==> config.mk <==
export PLATFORM = sky130hd
export DESIGN_NAME = nax_alu
export DESIGN_NICKNAME = d
export VERILOG_FILES = /design/src/verilog/nax_pkg.sv /design/src/verilog/nax_alu.sv
export SDC_FILE = /design/constraint.sdc
export NUM_CORES = 1
export LEC_CHECK = 0
export ABC_AREA = 1
export BUFFER_PORTS_ARGS = -buffer_cell sky130_fd_sc_hd__buf_2
export CORE_AREA = 3 3 88 90
export CTS_BUF_LIST = sky130_fd_sc_hd__clkbuf_8
export DETAILED_ROUTE_END_ITERATION = 10
export DIE_AREA = 0 0 91 93
export PLACE_DENSITY = 0.69
export SKIP_CTS_REPAIR_TIMING = 1
export SYNTH_ARGS = -nofsm -noshare
export SYNTH_HDL_FRONTEND = slang
export SYNTH_SLANG_ARGS = --single-unit
==> constraint.sdc <==
create_clock -name sys_clk -period 3.05 [get_ports sys_clk]
set_clock_uncertainty 0.2 [all_clocks]
set_input_delay 0.61 -clock sys_clk [delete_from_list [all_inputs] [get_ports sys_clk]]
set_output_delay 0.61 -clock sys_clk [all_outputs]
set_load 0.1 [all_outputs]
==> src/verilog/nax_pkg.sv <==
// Package for the nibble ALU: widths, opcode codes and reset values.
// Assumes one core clock and a surrounding core that fetches and decodes.
package nax_pkg;

   localparam int          NAX_W         = 4;
   localparam logic [3:0]  NAX_ZERO      = 4'h0;
   localparam logic [3:0]  NAX_ONE       = 4'h1;
   localparam logic [3:0]  NAX_SIX       = 4'h6;
   localparam logic [3:0]  NAX_TEN       = 4'ha;
   localparam logic [3:0]  NAX_ALL_ONES  = 4'hf;
   localparam int          NAX_TOP_BIT   = 3;

   // Operation codes presented by the surrounding decoder.
   typedef enum logic [4:0] {
      NAX_OP_NOP         = 5'h00,
      NAX_OP_CLEAR_WREG  = 5'h01,
      NAX_OP_CLEAR_CARRY = 5'h02,
      NAX_OP_SET_CARRY   = 5'h03,
      NAX_OP_INVERT_WREG = 5'h04,
      NAX_OP_WREG_PLUS   = 5'h05,
      NAX_OP_WREG_MINUS  = 5'h06,
      NAX_OP_ROTATE_LEFT = 5'h07,
      NAX_OP_COPY_AUX    = 5'h08,
      NAX_OP_SWAP_AUX    = 5'h09,
      NAX_OP_MEM_PLUS    = 5'h0a,
      NAX_OP_MEM_MINUS   = 5'h0b,
      NAX_OP_SET_BIT     = 5'h0c,
      NAX_OP_CLEAR_BIT   = 5'h0d,
      NAX_OP_ADD         = 5'h0e,
      NAX_OP_ADD_CARRY   = 5'h0f,
      NAX_OP_BCD_SUM     = 5'h10,
      NAX_OP_BCD_SUB     = 5'h11,
      NAX_OP_AND         = 5'h12,
      NAX_OP_OR          = 5'h13,
      NAX_OP_XOR         = 5'h14,
      NAX_OP_CMP_MEM     = 5'h15,
      NAX_OP_CMP_IMM     = 5'h16,
      NAX_OP_CMP_PTR_LOW = 5'h17,
      NAX_OP_LOAD_IMM    = 5'h18
   } nax_op_t;

   // Second-cycle state of the two-cycle pointer compare.
   typedef enum logic [0:0] {
      NAX_ST_IDLE   = 1'b0,
      NAX_ST_SECOND = 1'b1
   } nax_state_t;

endpackage : nax_pkg

==> src/verilog/nax_alu.sv <==
// Nibble ALU: executes arithmetic, logic, compare and load-immediate
// operations on the working register, auxiliary register and memory nibble.
// Assumes the core decodes opcodes, supplies the pointer-addressed nibble
// combinationally and writes back mem_wdata when mem_we pulses.
//
// Contract
// - Clear sets wreg to zero, updates zero.
// - Clear/set carry; wreg untouched.
// - Invert complements wreg, updates zero.
// - Wreg plus one updates zero, carry.
// - Wreg minus one updates zero, carry.
// - Rotate left through carry, updates zero.
// - Copy wreg to aux, flags unchanged.
// - Swap wreg and aux, flags unchanged.
// - Memory plus/minus one, written back, flags.
// - Set/clear memory bit; clear updates zero.
// - Add memory to wreg, updates zero, carry.
// - Add memory and carry, updates flags.
// - Add six to wreg, zero only.
// - Add ten to wreg, zero only.
// - AND memory into wreg, updates zero.
// - OR memory into wreg, updates zero.
// - Compare memory, operands unchanged, flags set.
// - Compare immediate against wreg, flags set.
// - Pointer-low compare: two cycles, zero only.
// - Load immediate into wreg, updates zero.
`timescale 1ns/10ps

module nax_alu
   import nax_pkg::*;
#(
   parameter int W = nax_pkg::NAX_W
) (
   // Clock and reset.
   input  wire logic              sys_clk,
   input  wire logic              srst,
   // Instruction issue from the decoder.
   input  wire logic              op_valid,
   input  wire nax_pkg::nax_op_t  op_code,
   input  wire logic [3:0]        op_imm,
   input  wire logic [1:0]        op_bit_sel,
   output logic                   op_ready,
   // Memory nibble and pointer.
   input  wire logic [3:0]        mem_rdata,
   input  wire logic [3:0]        pointer_low_nibble,
   output logic [3:0]             mem_wdata,
   output logic                   mem_we,
   // Architectural state.
   output logic [3:0]             wreg,
   output logic [3:0]             aux_reg,
   output logic                   carry_flag,
   output logic                   zero_flag
);
   import nax_pkg::*;

   // ---------------------------------------------------------------
   // Helpers
   // ---------------------------------------------------------------

   // Zero test used by every zero-flag update except the clear, which sets the flag outright.
   function automatic logic nax_is_zero(input logic [3:0] v);
      return (v == NAX_ZERO);
   endfunction : nax_is_zero

   // Five-bit sum; the top bit is the carry out.
   function automatic logic [4:0] nax_sum(input logic [3:0] a, input logic [3:0] b,
                                          input logic cin);
      return {1'b0, a} + {1'b0, b} + {4'h0, cin};
   endfunction : nax_sum

   // Compare carry: low only where the memory or immediate operand is the
   // larger one, which is the opposite sense of a plain borrow.
   function automatic logic nax_cmp_carry(input logic [3:0] a, input logic [3:0] w);
      return !(a > w);
   endfunction : nax_cmp_carry

   // Compare zero: the low four bits of a plus the inverted w plus one vanish
   // only when the two operands are equal.
   function automatic logic nax_cmp_zero(input logic [3:0] a, input logic [3:0] w);
      logic [4:0] d;
      d = nax_sum(a, ~w, 1'b1);
      return nax_is_zero(d[3:0]);
   endfunction : nax_cmp_zero

   // ---------------------------------------------------------------
   // Registers and next values
   // ---------------------------------------------------------------
   // Each register except ptr_imm_q pairs with its next value; s and r are scratch results
   // that only the decode process writes.
   logic [3:0]  wreg_q, wreg_d;
   logic [3:0]  aux_q, aux_d;
   logic        carry_q, carry_d;
   logic        zero_q, zero_d;
   logic [3:0]  mem_wdata_q, mem_wdata_d;
   logic        mem_we_q, mem_we_d;
   nax_state_t  state_q, state_d;
   logic [3:0]  ptr_imm_q;
   logic [4:0]  s;
   logic [3:0]  r;

   // ---------------------------------------------------------------
   // Execution decode
   // ---------------------------------------------------------------

   // An op is taken at the rising edge where op_valid and op_ready are both
   // high; its results land in the registers at that edge and show one cycle
   // after issue. The memory nibble is read combinationally in the issue
   // cycle, and the write-back leaves through a registered port a cycle later,
   // so the core must keep the data pointer still until that pulse has gone.
   // Codes with no branch below, the no-op among them, leave every register alone except ptr_imm_q, which loads op_imm, and mem_we, which drops low.
   // Default holds every register except mem_we, which defaults low; each operation overrides only what it owns.
   always_comb begin
      wreg_d      = wreg_q;
      aux_d       = aux_q;
      carry_d     = carry_q;
      zero_d      = zero_q;
      mem_wdata_d = mem_wdata_q;
      mem_we_d    = 1'b0;
      state_d     = state_q;
      // Scratch values start at zero so no latch can form on any path.
      s           = 5'h00;
      r           = NAX_ZERO;
      if (state_q == NAX_ST_SECOND) begin
         // Second cycle of the pointer compare: only zero changes.
         // Any op offered now is refused, because op_ready is low.
         zero_d  = nax_is_zero(pointer_low_nibble ^ ptr_imm_q);
         state_d = NAX_ST_IDLE;
      end else if (op_valid) begin
         case (op_code)
            NAX_OP_CLEAR_WREG: begin
               // The result is known to be zero, so the flag is set outright.
               wreg_d = NAX_ZERO;
               zero_d = 1'b1;
            end
            NAX_OP_CLEAR_CARRY: begin
               // Only the carry moves; wreg and zero stay put.
               carry_d = 1'b0;
            end
            NAX_OP_SET_CARRY: begin
               // Only the carry moves; wreg and zero stay put.
               carry_d = 1'b1;
            end
            NAX_OP_INVERT_WREG: begin
               // Ones' complement; the carry is not touched.
               r      = ~wreg_q;
               wreg_d = r;
               zero_d = nax_is_zero(r);
            end
            NAX_OP_WREG_PLUS: begin
               // Carry out of bit three is the overflow.
               s       = nax_sum(wreg_q, NAX_ONE, 1'b0);
               wreg_d  = s[3:0];
               zero_d  = nax_is_zero(s[3:0]);
               carry_d = s[4];
            end
            NAX_OP_WREG_MINUS: begin
               // Adding all ones subtracts one; carry out low means a borrow.
               s       = nax_sum(wreg_q, NAX_ALL_ONES, 1'b0);
               wreg_d  = s[3:0];
               zero_d  = nax_is_zero(s[3:0]);
               carry_d = s[4];
            end
            NAX_OP_ROTATE_LEFT: begin
               // Old carry enters bit zero; the old top bit leaves into carry.
               r       = {wreg_q[NAX_TOP_BIT-1:0], carry_q};
               wreg_d  = r;
               carry_d = wreg_q[NAX_TOP_BIT];
               zero_d  = nax_is_zero(r);
            end
            NAX_OP_COPY_AUX: begin
               // Pure transfer: no flag reflects the copied value.
               aux_d = wreg_q;
            end
            NAX_OP_SWAP_AUX: begin
               // Both sides read the old values, so one edge does the exchange.
               aux_d  = wreg_q;
               wreg_d = aux_q;
            end
            NAX_OP_MEM_PLUS: begin
               // The nibble is rewritten through the registered write port.
               s           = nax_sum(mem_rdata, NAX_ONE, 1'b0);
               mem_wdata_d = s[3:0];
               mem_we_d    = 1'b1;
               zero_d      = nax_is_zero(s[3:0]);
               carry_d     = s[4];
            end
            NAX_OP_MEM_MINUS: begin
               s           = nax_sum(mem_rdata, NAX_ALL_ONES, 1'b0);
               mem_wdata_d = s[3:0];
               mem_we_d    = 1'b1;
               zero_d      = nax_is_zero(s[3:0]);
               carry_d     = s[4];
            end
            NAX_OP_SET_BIT: begin
               // Zero is left alone here; only the clearing form updates it.
               r              = mem_rdata;
               r[op_bit_sel]  = 1'b1;
               mem_wdata_d    = r;
               mem_we_d       = 1'b1;
            end
            NAX_OP_CLEAR_BIT: begin
               // Zero reflects the whole rewritten nibble, not just the bit.
               r              = mem_rdata;
               r[op_bit_sel]  = 1'b0;
               mem_wdata_d    = r;
               mem_we_d       = 1'b1;
               zero_d         = nax_is_zero(r);
            end
            NAX_OP_ADD: begin
               // Plain binary sum; the incoming carry is ignored.
               s       = nax_sum(wreg_q, mem_rdata, 1'b0);
               wreg_d  = s[3:0];
               zero_d  = nax_is_zero(s[3:0]);
               carry_d = s[4];
            end
            NAX_OP_ADD_CARRY: begin
               // The incoming carry joins as the sum's carry-in.
               s       = nax_sum(wreg_q, mem_rdata, carry_q);
               wreg_d  = s[3:0];
               zero_d  = nax_is_zero(s[3:0]);
               carry_d = s[4];
            end
            NAX_OP_BCD_SUM: begin
               // Carry is deliberately left alone; software tests it first.
               s      = nax_sum(wreg_q, NAX_SIX, 1'b0);
               wreg_d = s[3:0];
               zero_d = nax_is_zero(s[3:0]);
            end
            NAX_OP_BCD_SUB: begin
               // Adding ten is subtracting six modulo sixteen; carry stays.
               s      = nax_sum(wreg_q, NAX_TEN, 1'b0);
               wreg_d = s[3:0];
               zero_d = nax_is_zero(s[3:0]);
            end
            NAX_OP_AND: begin
               r      = wreg_q & mem_rdata;
               wreg_d = r;
               zero_d = nax_is_zero(r);
            end
            NAX_OP_OR: begin
               r      = wreg_q | mem_rdata;
               wreg_d = r;
               zero_d = nax_is_zero(r);
            end
            NAX_OP_XOR: begin
               // Exclusive-or companion of the two logic ops above.
               r      = wreg_q ^ mem_rdata;
               wreg_d = r;
               zero_d = nax_is_zero(r);
            end
            NAX_OP_CMP_MEM: begin
               // Both operands stay as they are; only the two flags move.
               carry_d = nax_cmp_carry(mem_rdata, wreg_q);
               zero_d  = nax_cmp_zero(mem_rdata, wreg_q);
            end
            NAX_OP_CMP_IMM: begin
               // Same convention, with the immediate in the memory operand's place.
               carry_d = nax_cmp_carry(op_imm, wreg_q);
               zero_d  = nax_cmp_zero(op_imm, wreg_q);
            end
            NAX_OP_CMP_PTR_LOW: begin
               // Cycle one only arms the compare; the zero flag moves in cycle two.
               state_d = NAX_ST_SECOND;
            end
            NAX_OP_LOAD_IMM: begin
               // The immediate is loaded as is; the carry is not touched.
               wreg_d = op_imm;
               zero_d = nax_is_zero(op_imm);
            end
            default: begin
               wreg_d = wreg_q;
            end
         endcase
      end
   end

   // ---------------------------------------------------------------
   // State registers
   // ---------------------------------------------------------------

   // Working and auxiliary registers.
   // Reset clears both, so a swap right after reset moves zeros.
   always_ff @(posedge sys_clk) begin
      if (srst) begin
         wreg_q <= NAX_ZERO;
         aux_q  <= NAX_ZERO;
      end else begin
         wreg_q <= wreg_d;
         aux_q  <= aux_d;
      end
   end

   // Status flags. Both reset low; zero then follows results only, so it
   // is not forced to match the cleared wreg after reset.
   always_ff @(posedge sys_clk) begin
      if (srst) begin
         carry_q <= 1'b0;
         zero_q  <= 1'b0;
      end else begin
         carry_q <= carry_d;
         zero_q  <= zero_d;
      end
   end

   // Memory write-back port.
   // The write pulse lasts one cycle because its next value defaults low.
   always_ff @(posedge sys_clk) begin
      if (srst) begin
         mem_wdata_q <= NAX_ZERO;
         mem_we_q    <= 1'b0;
      end else begin
         mem_wdata_q <= mem_wdata_d;
         mem_we_q    <= mem_we_d;
      end
   end

   // Two-cycle pointer compare sequencing; one bit of state is all it needs.
   always_ff @(posedge sys_clk) begin
      if (srst) begin
         state_q <= NAX_ST_IDLE;
      end else begin
         state_q <= state_d;
      end
   end

   // Immediate held for cycle two. It loads on every op taken while idle,
   // which costs a little power but keeps the load term to one condition.
   always_ff @(posedge sys_clk) begin
      if (srst) begin
         ptr_imm_q <= NAX_ZERO;
      end else if (op_valid && state_q == NAX_ST_IDLE) begin
         ptr_imm_q <= op_imm;
      end
   end

   // ---------------------------------------------------------------
   // Outputs
   // ---------------------------------------------------------------
   // Ready comes straight from the state register, so it is free of glitches
   // and the decoder can simply hold its next op through cycle two.
   assign op_ready   = (state_q == NAX_ST_IDLE);
   assign mem_wdata  = mem_wdata_q;
   assign mem_we     = mem_we_q;
   assign wreg       = wreg_q;
   assign aux_reg    = aux_q;
   assign carry_flag = carry_q;
   assign zero_flag  = zero_q;

endmodule : nax_alu

==> results of run 1 <==
[cell families after synthesis]
family                     share of synthesized area (%)
DFF                                                 14.3
adders and majority gates                           15.6
AOI/OAI and AO/OA                                   14.6
xor gates and xnor gates                            1.57
buffers and inverters                               11.6
and+or+nand+nor                                     42.3
[layout make-up]
cell class	instances	area share, %
multi-input combinational	390	64.4
sequential	20	12.6
inverter	75	8.77
timing repair buffer	47	8.11
tap	99	3.86
clock buffer	3	1.29
clock inverter	1	0.936
[how the worst max path moves through the flow]
stage            startpoint   endpoint  slack [ps]
2_1_floorplan       wreg[1]    wreg[1]         210
3_3_place_gp   mem_rdata[0]    wreg[1]         230
3_5_place_dp      op_imm[0]  zero_flag         200
4_1_cts             wreg[0]    wreg[1]         380
5_1_grt             wreg[0]  zero_flag         140
6_report            wreg[0]    wreg[1]         340
[tightest hold or removal path, cell delays in order, from the launching register on]
cell and delay [ps]:
dfxtp_1 330, nand2_1 60, a21oi_1 60
[Yosys cell counts, drive strengths merged]
library cell / count
inv: 74
clkinv: 1
xor2: 5
nand2: 136
a31oi: 2
o22ai: 7
o211ai: 5
clkbuf: 3
dfxtp: 20
and2: 1
nand3: 43
nor3b: 1
nor3: 7
fa: 3
a21oi: 26
o21bai: 1
buf: 5
o2111ai: 2
nand3b: 1
a21boi: 1
ha: 30
nand4: 8
nor2: 81
o21ai: 27
a221oi: 1
nor4: 2
[stage by stage]
stage	hold WS, ps	cell area (um2)	total power [mW]	worst slack [ps]
global route	317	3210	0.945	137
floorplan	276	2800	0.517	206
finish	296	3210	0.898	337
CTS	287	3210	0.891	381
global placement	257	3140	0.616	232
detailed placement	275	3140	0.617	197
[power groups by stage]
stage | Sequential, mW | Clock [mW] | Combinational, mW
2_1_floorplan | 0.334 | 0 | 0.183
3_3_place_gp | 0.287 | 0 | 0.329
3_5_place_dp | 0.287 | 0 | 0.330
4_1_cts | 0.281 | 0.278 | 0.332
5_1_grt | 0.282 | 0.291 | 0.371
6_report | 0.281 | 0.282 | 0.336
[metal layers]
metal  wire, um  share of wire (%)  global-route usage (%)  vias to the layer above
met5          0                  0                       0                        -
met2       4690                 45                    40.3                      127
met3        626                6.0                    2.01                       25
met4        289                2.8                    7.66                        0
li1           -                  -                       -                     1671
met1       4790                 46                    34.3                     1533
==> impl_results.md, run 1 <==
- Clock Power Share: 31.3%
- Root Driver: clkbuf_8
- TritonCTS buffer count: 3
- WL final: 10400 um
- Max H-tree Level: 1
- Most common cell after layout, fill and taps aside: nand2_1
- Multi-input logic area: 2070 um2
- Grt total ovfl: 0
- CP max stage cell: dfxtp_2
- Reported net switching power: 356 uW
- Mapped Cells: 493
- Row cnt: 31
- Post-DP HPWL: 8470 um
- Overall routing resource usage: 24.6%
- Layout cells sized above 1: 13.4%
- Int Power: 543 uW
- Fin crit period: 2710 ps
- I/O Buffers: 37
- Dominant cell type by count on the critical path: inv_1
- Initial antenna violation count: 0
- YS warnings: 0
- Max-cap viol count: 0
- CTS tree: done
- Hold Path Origin: mem_wdata[1]
- Worst r2r src: wreg[0]
- Mapped Nets: 548
- Comb pwr share: 37.4%
- Seq pwr share: 31.3%
- Fin crit share: 89.0%
- Post-synthesis register bit count: 20
- Synth area leaders: nand2_1 (18%), dfxtp_1 (14%), ha_1 (13%), nor2_1 (10%), inv_1 (8.9%)
- Run status: finished clean
- Area share of the largest cell type after synthesis: 17.7%
- Worst path depth: 11
- Vias in the first global route: 3063
- Critical-path cell list: ha_1, inv_1, fa_1, inv_1, ha_1, inv_1, o22ai_1, nor2_1, o211ai_1, o21ai_0, a21oi_1
- Actual slew at the worst max-slew pin: 495 ps
- Largest net degree at the start of global routing: 13
- Initial core utilization: 39.1%
- CP bufs+invs: 3
- Antenna-violating nets left: 0
- Crit Reg-Reg Endpoint: wreg[1]
- FF+latch area: 404 um2
- Fin nets: 592
- Die width: 91 um
- Antenna Diode Count: 0
- Final hold vios: 0
- Gpl congestion: 0.959
- Area grow syn2layout: 14.9%
- WL/cell: 16.4 um
- Fill cells: 811
- DP Cell Count: 631
- Slew Limit Fails: 0
- Via density: 5.29
- Critical path type: reg -> reg
- Hold Crit Depth: 2
- Max VDD drop: 0.216 mV
- Initial drt markers: 271
- Setup Viol. Count Final: 0
- Dominant cell type by area after synthesis: nand2_1
- Via count: 3356
- Reg2Reg Setup Slack: 340 ps
- Sw frac: 39.6%
- RSZ-0062 raised after global routing: false
- Final Util: 45.0%
- Hold EP: mem_wdata[1]
- Synth cell types: 36
- Core Area: 7140 um2
- R2r worst-path depth: 11
- Drt pass-1 iters: 6
- Largest delay share family, worst path: adder cells
- Seq/Total Area, Yosys: 14.3%
- Avg Cell Area, Syn: 5.66 um2
- Power per cell area: 280 nW/um2
- Relative max-transition margin: 67.2%
- Io pins: 38
- Die Y: 93 um
- Worst-case clock buffer depth: 2
- Reg clk slew, reported paths: 90 ps
- Startpoint class of the critical path: flop
- Hold WC Path Type: reg -> reg
- Most frequent cells in the layout: nand2_1 (132), nor2_1 (78), inv_1 (66)
- Mapped cell area: 2790 um2
- Die area: 8460 um2
- First-pass GRT wire length: 16600 um
- Crit-path max cell delay: 550 ps
- Worst Path Required: 3000 ps
- Leakage: 1.72 nW
- Worst Path Max Fanout: 12
- Worst-Skew Late Latency: 270 ps
- Fin cells: 635
- CTS sink count: 20
- Critical Path End Type: flop
- Setup TNS: 0 ps
- Arr. time, crit path: 2670 ps
- Drt drc: 0
- Max Clk Rate: 0.369 GHz
Note: power is estimated with default switching activity, not from simulation.
==> run 2: changes to the inputs <==
Settings changed: BUFFER_PORTS_ARGS -buffer_cell sky130_fd_sc_hd__buf_2 to not set, CORE_AREA 3 3 88 90 to 3 3 70 72, DIE_AREA 0 0 91 93 to 0 0 73 75, DONT_BUFFER_PORTS set to 1, PLACE_DENSITY 0.69 to 0.9, TNS_END_PERCENT set to 50.
==> run 2 against run 1 <==
Effect of this change:
- non-clock buffer count shrank 35
- cell count down 13%
- hold slack worse by 100 ps
- critical endpoint unchanged
- largest cell class unchanged
- via count decreased by 0.48%
- critical path type unchanged
- setup slack improved by 200 ps
- largest power group is now sequential cells
- clock-buffer cell count is the same
==> impl_results.md, run 2 (synthesized netlist as in run 1, its figures left out) <==
- Run status: finished clean
- Worst-Skew Late Latency: 270 ps (about the same)
- Startpoint class of the critical path: flop
- Reported net switching power: 335 uW (-5.9%)
- Int Power: 528 uW (-2.7%)
- Hold EP: wreg[1]
- Reg clk slew, reported paths: 90 ps (about the same)
- Fin nets: 557 (-5.9%)
- Power per cell area: 289 nW/um2 (+3.4%)
- Antenna Diode Count: 0 (unchanged)
- Overall routing resource usage: 36.2% (+12 points)
- Fin crit period: 2510 ps (-203 ps)
- Io pins: 38 (unchanged)
- Final Util: 68.4% (+23 points)
- Seq pwr share: 35.9% (+4.6 points)
- Relative max-transition margin: 32.2% (-35 points)
- Fin crit share: 82.3% (-6.7 points)
- Most common cell after layout, fill and taps aside: nand2_1
- Setup TNS: 0 ps (unchanged)
- Antenna-violating nets left: 0 (unchanged)
- Worst hold margin: 192 ps (-104 ps)
- Via density: 6.04 (+14%)
- Row cnt: 24 (-23%)
- CP max stage cell: fa_1
- Arr. time, crit path: 2470 ps (-200 ps)
- DP Cell Count: 549 (-13%)
- Critical path type: reg -> reg
- Die width: 73 um (-20%)
- Fin cells: 553 (-13%)
- Sw frac: 38.8% (-0.81 points)
- Post-place setup slack: 427 ps (+230 ps)
- Met1 Use GR: 48.5% (+14 points)
- Hold Path Origin: srst
- Drt pass-1 iters: 5 (-1)
- WL final: 9570 um (-7.9%)
- CTS sink count: 20 (unchanged)
- Initial drt markers: 402 (+48%)
- TritonCTS buffer count: 3 (unchanged)
- First-pass GRT wire length: 15200 um (-8.2%)
- Die area: 5480 um2 (-35%)
- WL/cell: 17.3 um (+5.7%)
- Vias in the first global route: 3034 (-0.95%)
- Gpl congestion: 1.03 (+7.4%)
- Max VDD drop: 0.212 mV (-2.1%)
- RSZ-0062 raised after global routing: false
- Total power: 862 uW (-4.0%)
- Final Cell Area: 2980 um2 (-7.1%)
- Most Crowded Layer GR: met2
- Worst Path Required: 3010 ps (about the same)
- Die Y: 75 um (-19%)
- Critical-path cell list: ha_1, inv_1, fa_1, inv_1, ha_1, inv_1, o22ai_1, nor2_1, o211ai_1, o21ai_0, a21oi_1
- R2r worst-path depth: 11 (unchanged)
- Clock Power Share: 33.4% (+2.1 points)
- Final hold vios: 0 (unchanged)
- DP Area: 2910 um2 (-7.3%)
- Most frequent cells in the layout: nand2_1 (132), nor2_1 (78), inv_1 (66)
- Critical Path End Type: flop
- Core Area: 4350 um2 (-39%)
- Crit-path max cell delay: 530 ps (-20 ps)
- Leakage: 1.56 nW (-8.9%)
- Layout cells sized above 1: 7.39% (-6.0 points)
- Hold Crit Depth: 1 (-1)
- Max-cap viol count: 0 (unchanged)
- Setup ws final: 540 ps (+203 ps)
- Via count: 3340 (-0.48%)
- Worst r2r src: wreg[0]
- CTS tree: done
- Post-DP HPWL: 7680 um (-9.4%)
- Setup Viol. Count Final: 0 (unchanged)
- Reg2Reg Setup Slack: 540 ps (+200 ps)
- Largest net degree at the start of global routing: 13 (unchanged)
- Initial core utilization: 64.1% (+25 points)
- Initial antenna violation count: 0 (unchanged)
- M2 GR Usage: 57.5% (+17 points)
- Global-route met3 utilization: 6.01% (+4.0 points)
- Hold WC Path Type: in -> reg
- Comb pwr share: 30.7% (-6.7 points)
- I/O Buffers: 0 (-100%)
- Worst-case clock buffer depth: 2 (unchanged)
- Max Clk Rate: 0.398 GHz (+8.1%)
- Worst Path Max Fanout: 5 (-7)
- Max H-tree Level: 1 (unchanged)
- Root Driver: clkbuf_8
- Area grow syn2layout: 6.72%
- Largest delay share family, worst path: adder cells
- Drt drc: 0 (unchanged)
- Crit Reg-Reg Endpoint: wreg[1]
- Slew Limit Fails: 0 (unchanged)
- Grt total ovfl: 0 (unchanged)
- CP bufs+invs: 3 (unchanged)
- Actual slew at the worst max-slew pin: 1010 ps (+520 ps)
- Dominant cell type by count on the critical path: inv_1
- Fill cells: 420 (-48%)
## run 2: final cells by class
class	instances	area, um2	share of cell area (%)
timing repair buffer	12	90.1	3.02
clock buffer	3	41.3	1.39
multi-input combinational	390	2070	69.4
clock inverter	1	30.0	1.01
sequential	20	404	13.6
tap	52	65.1	2.18
inverter	75	282	9.45
## run 2: how the worst max path moves through the flow
stage,slack (ps),from,endpoint,cells after the start
final,540,wreg[0],wreg[1],11
after global placement,460,mem_rdata[0],wreg[1],11
after floorplan,210,wreg[1],wreg[1],10
after global routing,340,wreg[2],zero_flag,15
after CTS,570,wreg[0],wreg[1],11
after detailed placement,430,mem_rdata[0],wreg[1],11
## run 2: worst reg2reg max path, delay by kind of cell, from the launching register on
kind                       cells  cell delay [ps]
adders and majority gates      3             1020
DFF                            1              430
AOI/OAI and AO/OA              4              410
buffers and inverters          3              240
and+or+nand+nor                1              130
## run 2: power by group through the flow
| stage | Sequential [mW] | Clock [mW] | Combinational [mW] |
|---|---|---|---|
| 3_5_place_dp | 0.316 | 0 | 0.256 |
| 2_1_floorplan | 0.334 | 0 | 0.183 |
| 5_1_grt | 0.311 | 0.300 | 0.293 |
| 6_report | 0.310 | 0.288 | 0.264 |
| 4_1_cts | 0.309 | 0.285 | 0.257 |
| 3_3_place_gp | 0.315 | 0 | 0.252 |
## run 2: metal layers
layer	wire length, um	part of all wire (%)
met1	3810	40
met2	4370	46
met3	1040	11
met4	349	3.6
met5	0	0
==> run 3: changes to the inputs <==
Clock period 3.05 ns to 2.6 ns, I/O delays scaled along.
==> run 3 against run 2 <==
Effect of this change:
- via count is 0.63% higher
- routed wire length is 2.4% lower
- clock-buffer cell count stayed put
- global-route usage is 1.3 points lower
- register-to-register slack worse by 340 ps
- cell area is 3.6% higher
- first-iteration DRC count is 6.7% lower
- flip-flop and latch count stayed put
- utilization is 2.4 points higher
- critical endpoint is now zero_flag
- largest cell class unchanged
==> impl_results.md, run 3 (synthesized netlist as in run 1, its figures left out) <==
- Final hold vios: 0 (unchanged)
- Critical path type: reg -> reg
- Slew Limit Fails: 0 (unchanged)
- Largest net degree at the start of global routing: 13 (unchanged)
- Max VDD drop: 0.175 mV (-17%)
- Antenna Diode Count: 0 (unchanged)
- Via count: 3361 (+0.63%)
- Int Power: 627 uW (+19%)
- Actual slew at the worst max-slew pin: 411 ps (-604 ps)
- Post-DP HPWL: 7630 um (-0.63%)
- Post-place setup slack: 88.4 ps (-338 ps)
- Max-cap viol count: 0 (unchanged)
- Overall routing resource usage: 34.9% (-1.3 points)
- Die width: 73 um (unchanged)
- CP max stage cell: fa_1
- Fin crit share: 92.4% (+10 points)
- Die Y: 75 um (unchanged)
- Vias in the first global route: 3007 (-0.89%)
- Clock Power Share: 32.5% (-0.9 points)
- RSZ-0062 raised after global routing: false
- Initial drt markers: 375 (-6.7%)
- Reg clk slew, reported paths: 80 ps (about the same)
- Most frequent cells in the layout: nand2_1 (132), nor2_1 (78), inv_1 (66)
- Io pins: 38 (unchanged)
- FF+latch area: 413 um2 (+2.2%)
- Relative max-transition margin: 72.3% (+40 points)
- Seq pwr share: 32.6% (-3.3 points)
- Sw frac: 37.8% (-1.0 points)
- Via density: 5.94 (-1.7%)
- Row cnt: 24 (unchanged)
- Worst-Skew Late Latency: 270 ps (about the same)
- Hold Path Origin: srst
- Reg2Reg Setup Slack: 200 ps (-340 ps)
- Area grow syn2layout: 10.5%
- Drt pass-1 iters: 5 (unchanged)
- Drt drc: 0 (unchanged)
- Die area: 5480 um2 (unchanged)
- Root Driver: clkbuf_8
- CTS tree: done
- Worst-case clock buffer depth: 2 (unchanged)
- Comb pwr share: 34.8% (+4.1 points)
- Initial antenna violation count: 0 (unchanged)
- Antenna-violating nets left: 0 (unchanged)
- Critical Path End Type: flop
- Max Clk Rate: 0.416 GHz (+4.5%)
- Fin nets: 570 (+2.3%)
- Leakage: 1.63 nW (+4.3%)
- Setup ws final: 199 ps (-341 ps)
- Reported net switching power: 381 uW (+14%)
- Worst Path Required: 2610 ps (-400 ps)
- Worst r2r src: wreg[0]
- Worst Path Max Fanout: 5 (unchanged)
- Grt total ovfl: 0 (unchanged)
- Setup TNS: 0 ps (unchanged)
- Startpoint class of the critical path: flop
- Fill cells: 395 (-6.0%)
- Hold WC Path Type: in -> reg
- Crit-path max cell delay: 530 ps (about the same)
- Run status: finished clean
- CP bufs+invs: 2 (-1)
- Worst Setup SP: wreg[0]
- Critical-path cell list: ha_1, inv_1, fa_1, inv_1, ha_1, xor2_1, nand4_1, nor2_1, nor2_1, nand2_1, nand2_1, a21oi_1
- Gpl congestion: 1.02 (-0.46%)
- Arr. time, crit path: 2410 ps (-60 ps)
- Multi-input logic area: 2070 um2 (unchanged)
- WL/cell: 16.5 um (-4.6%)
- WL final: 9340 um (-2.4%)
- CTS sink count: 20 (unchanged)
- Largest delay share family, worst path: adder cells
- Layout cells sized above 1: 9.92% (+2.5 points)
- Power per cell area: 327 nW/um2 (+13%)
- Core Area: 4350 um2 (unchanged)
- Initial core utilization: 64.1% (unchanged)
- Max H-tree Level: 1 (unchanged)
- TritonCTS buffer count: 3 (unchanged)
- Fin crit period: 2400 ps (-109 ps)
- Most common cell after layout, fill and taps aside: nand2_1
- I/O Buffers: 0 (unchanged)
- First-pass GRT wire length: 14600 um (-3.8%)
- Setup Viol. Count Final: 0 (unchanged)
==> run 3: per-stage QoR <==
stage	hold slack (ps)	util, %	total power, mW	std cells	area, um2
2_1_floorplan	276	-	0.605	493	2810
3_3_place_gp	247	69.3	0.670	562	3020
3_5_place_dp	253	69.3	0.678	562	3020
4_1_cts	92.6	70.9	0.996	566	3090
5_1_grt	87.2	70.9	1.05	566	3090
6_report	88.6	70.9	1.01	566	3090
==> run 3: layout make-up <==
class                   instances  area share (%)
multi-input cells             390            67.0
flip-flops and latches         20            13.4
inverters                      75            9.12
repair buffers                 25            6.08
well taps                      52            2.11
clock buffers                   3            1.34
clock inverters                 1           0.973
==> run 3: metal layers <==
layer  up-vias  GRT usage (%)  wire length (um)
li1       1629              -                 -
met2       204           57.5              4280
met3        26           7.48               985
met4         0           10.5               251
met5         -              0                 0
met1      1502           45.8              3820
==> run 3: final timing paths <==
kind,depth (start not counted),endpoint
worst max-delay path,12,zero_flag
worst min-delay path,1,wreg[0]
worst max register to register,12,zero_flag
worst min register to register,2,mem_wdata[1]
==> run 3: power by group through the flow <==
stage / Clock, mW / Combinational, mW / Sequential [mW]
final: 0.328 / 0.351 / 0.329
after global routing: 0.337 / 0.385 / 0.330
after CTS: 0.324 / 0.343 / 0.329
after detailed placement: 0 / 0.342 / 0.336
after global placement: 0 / 0.334 / 0.335
after floorplan: 0 / 0.215 / 0.390
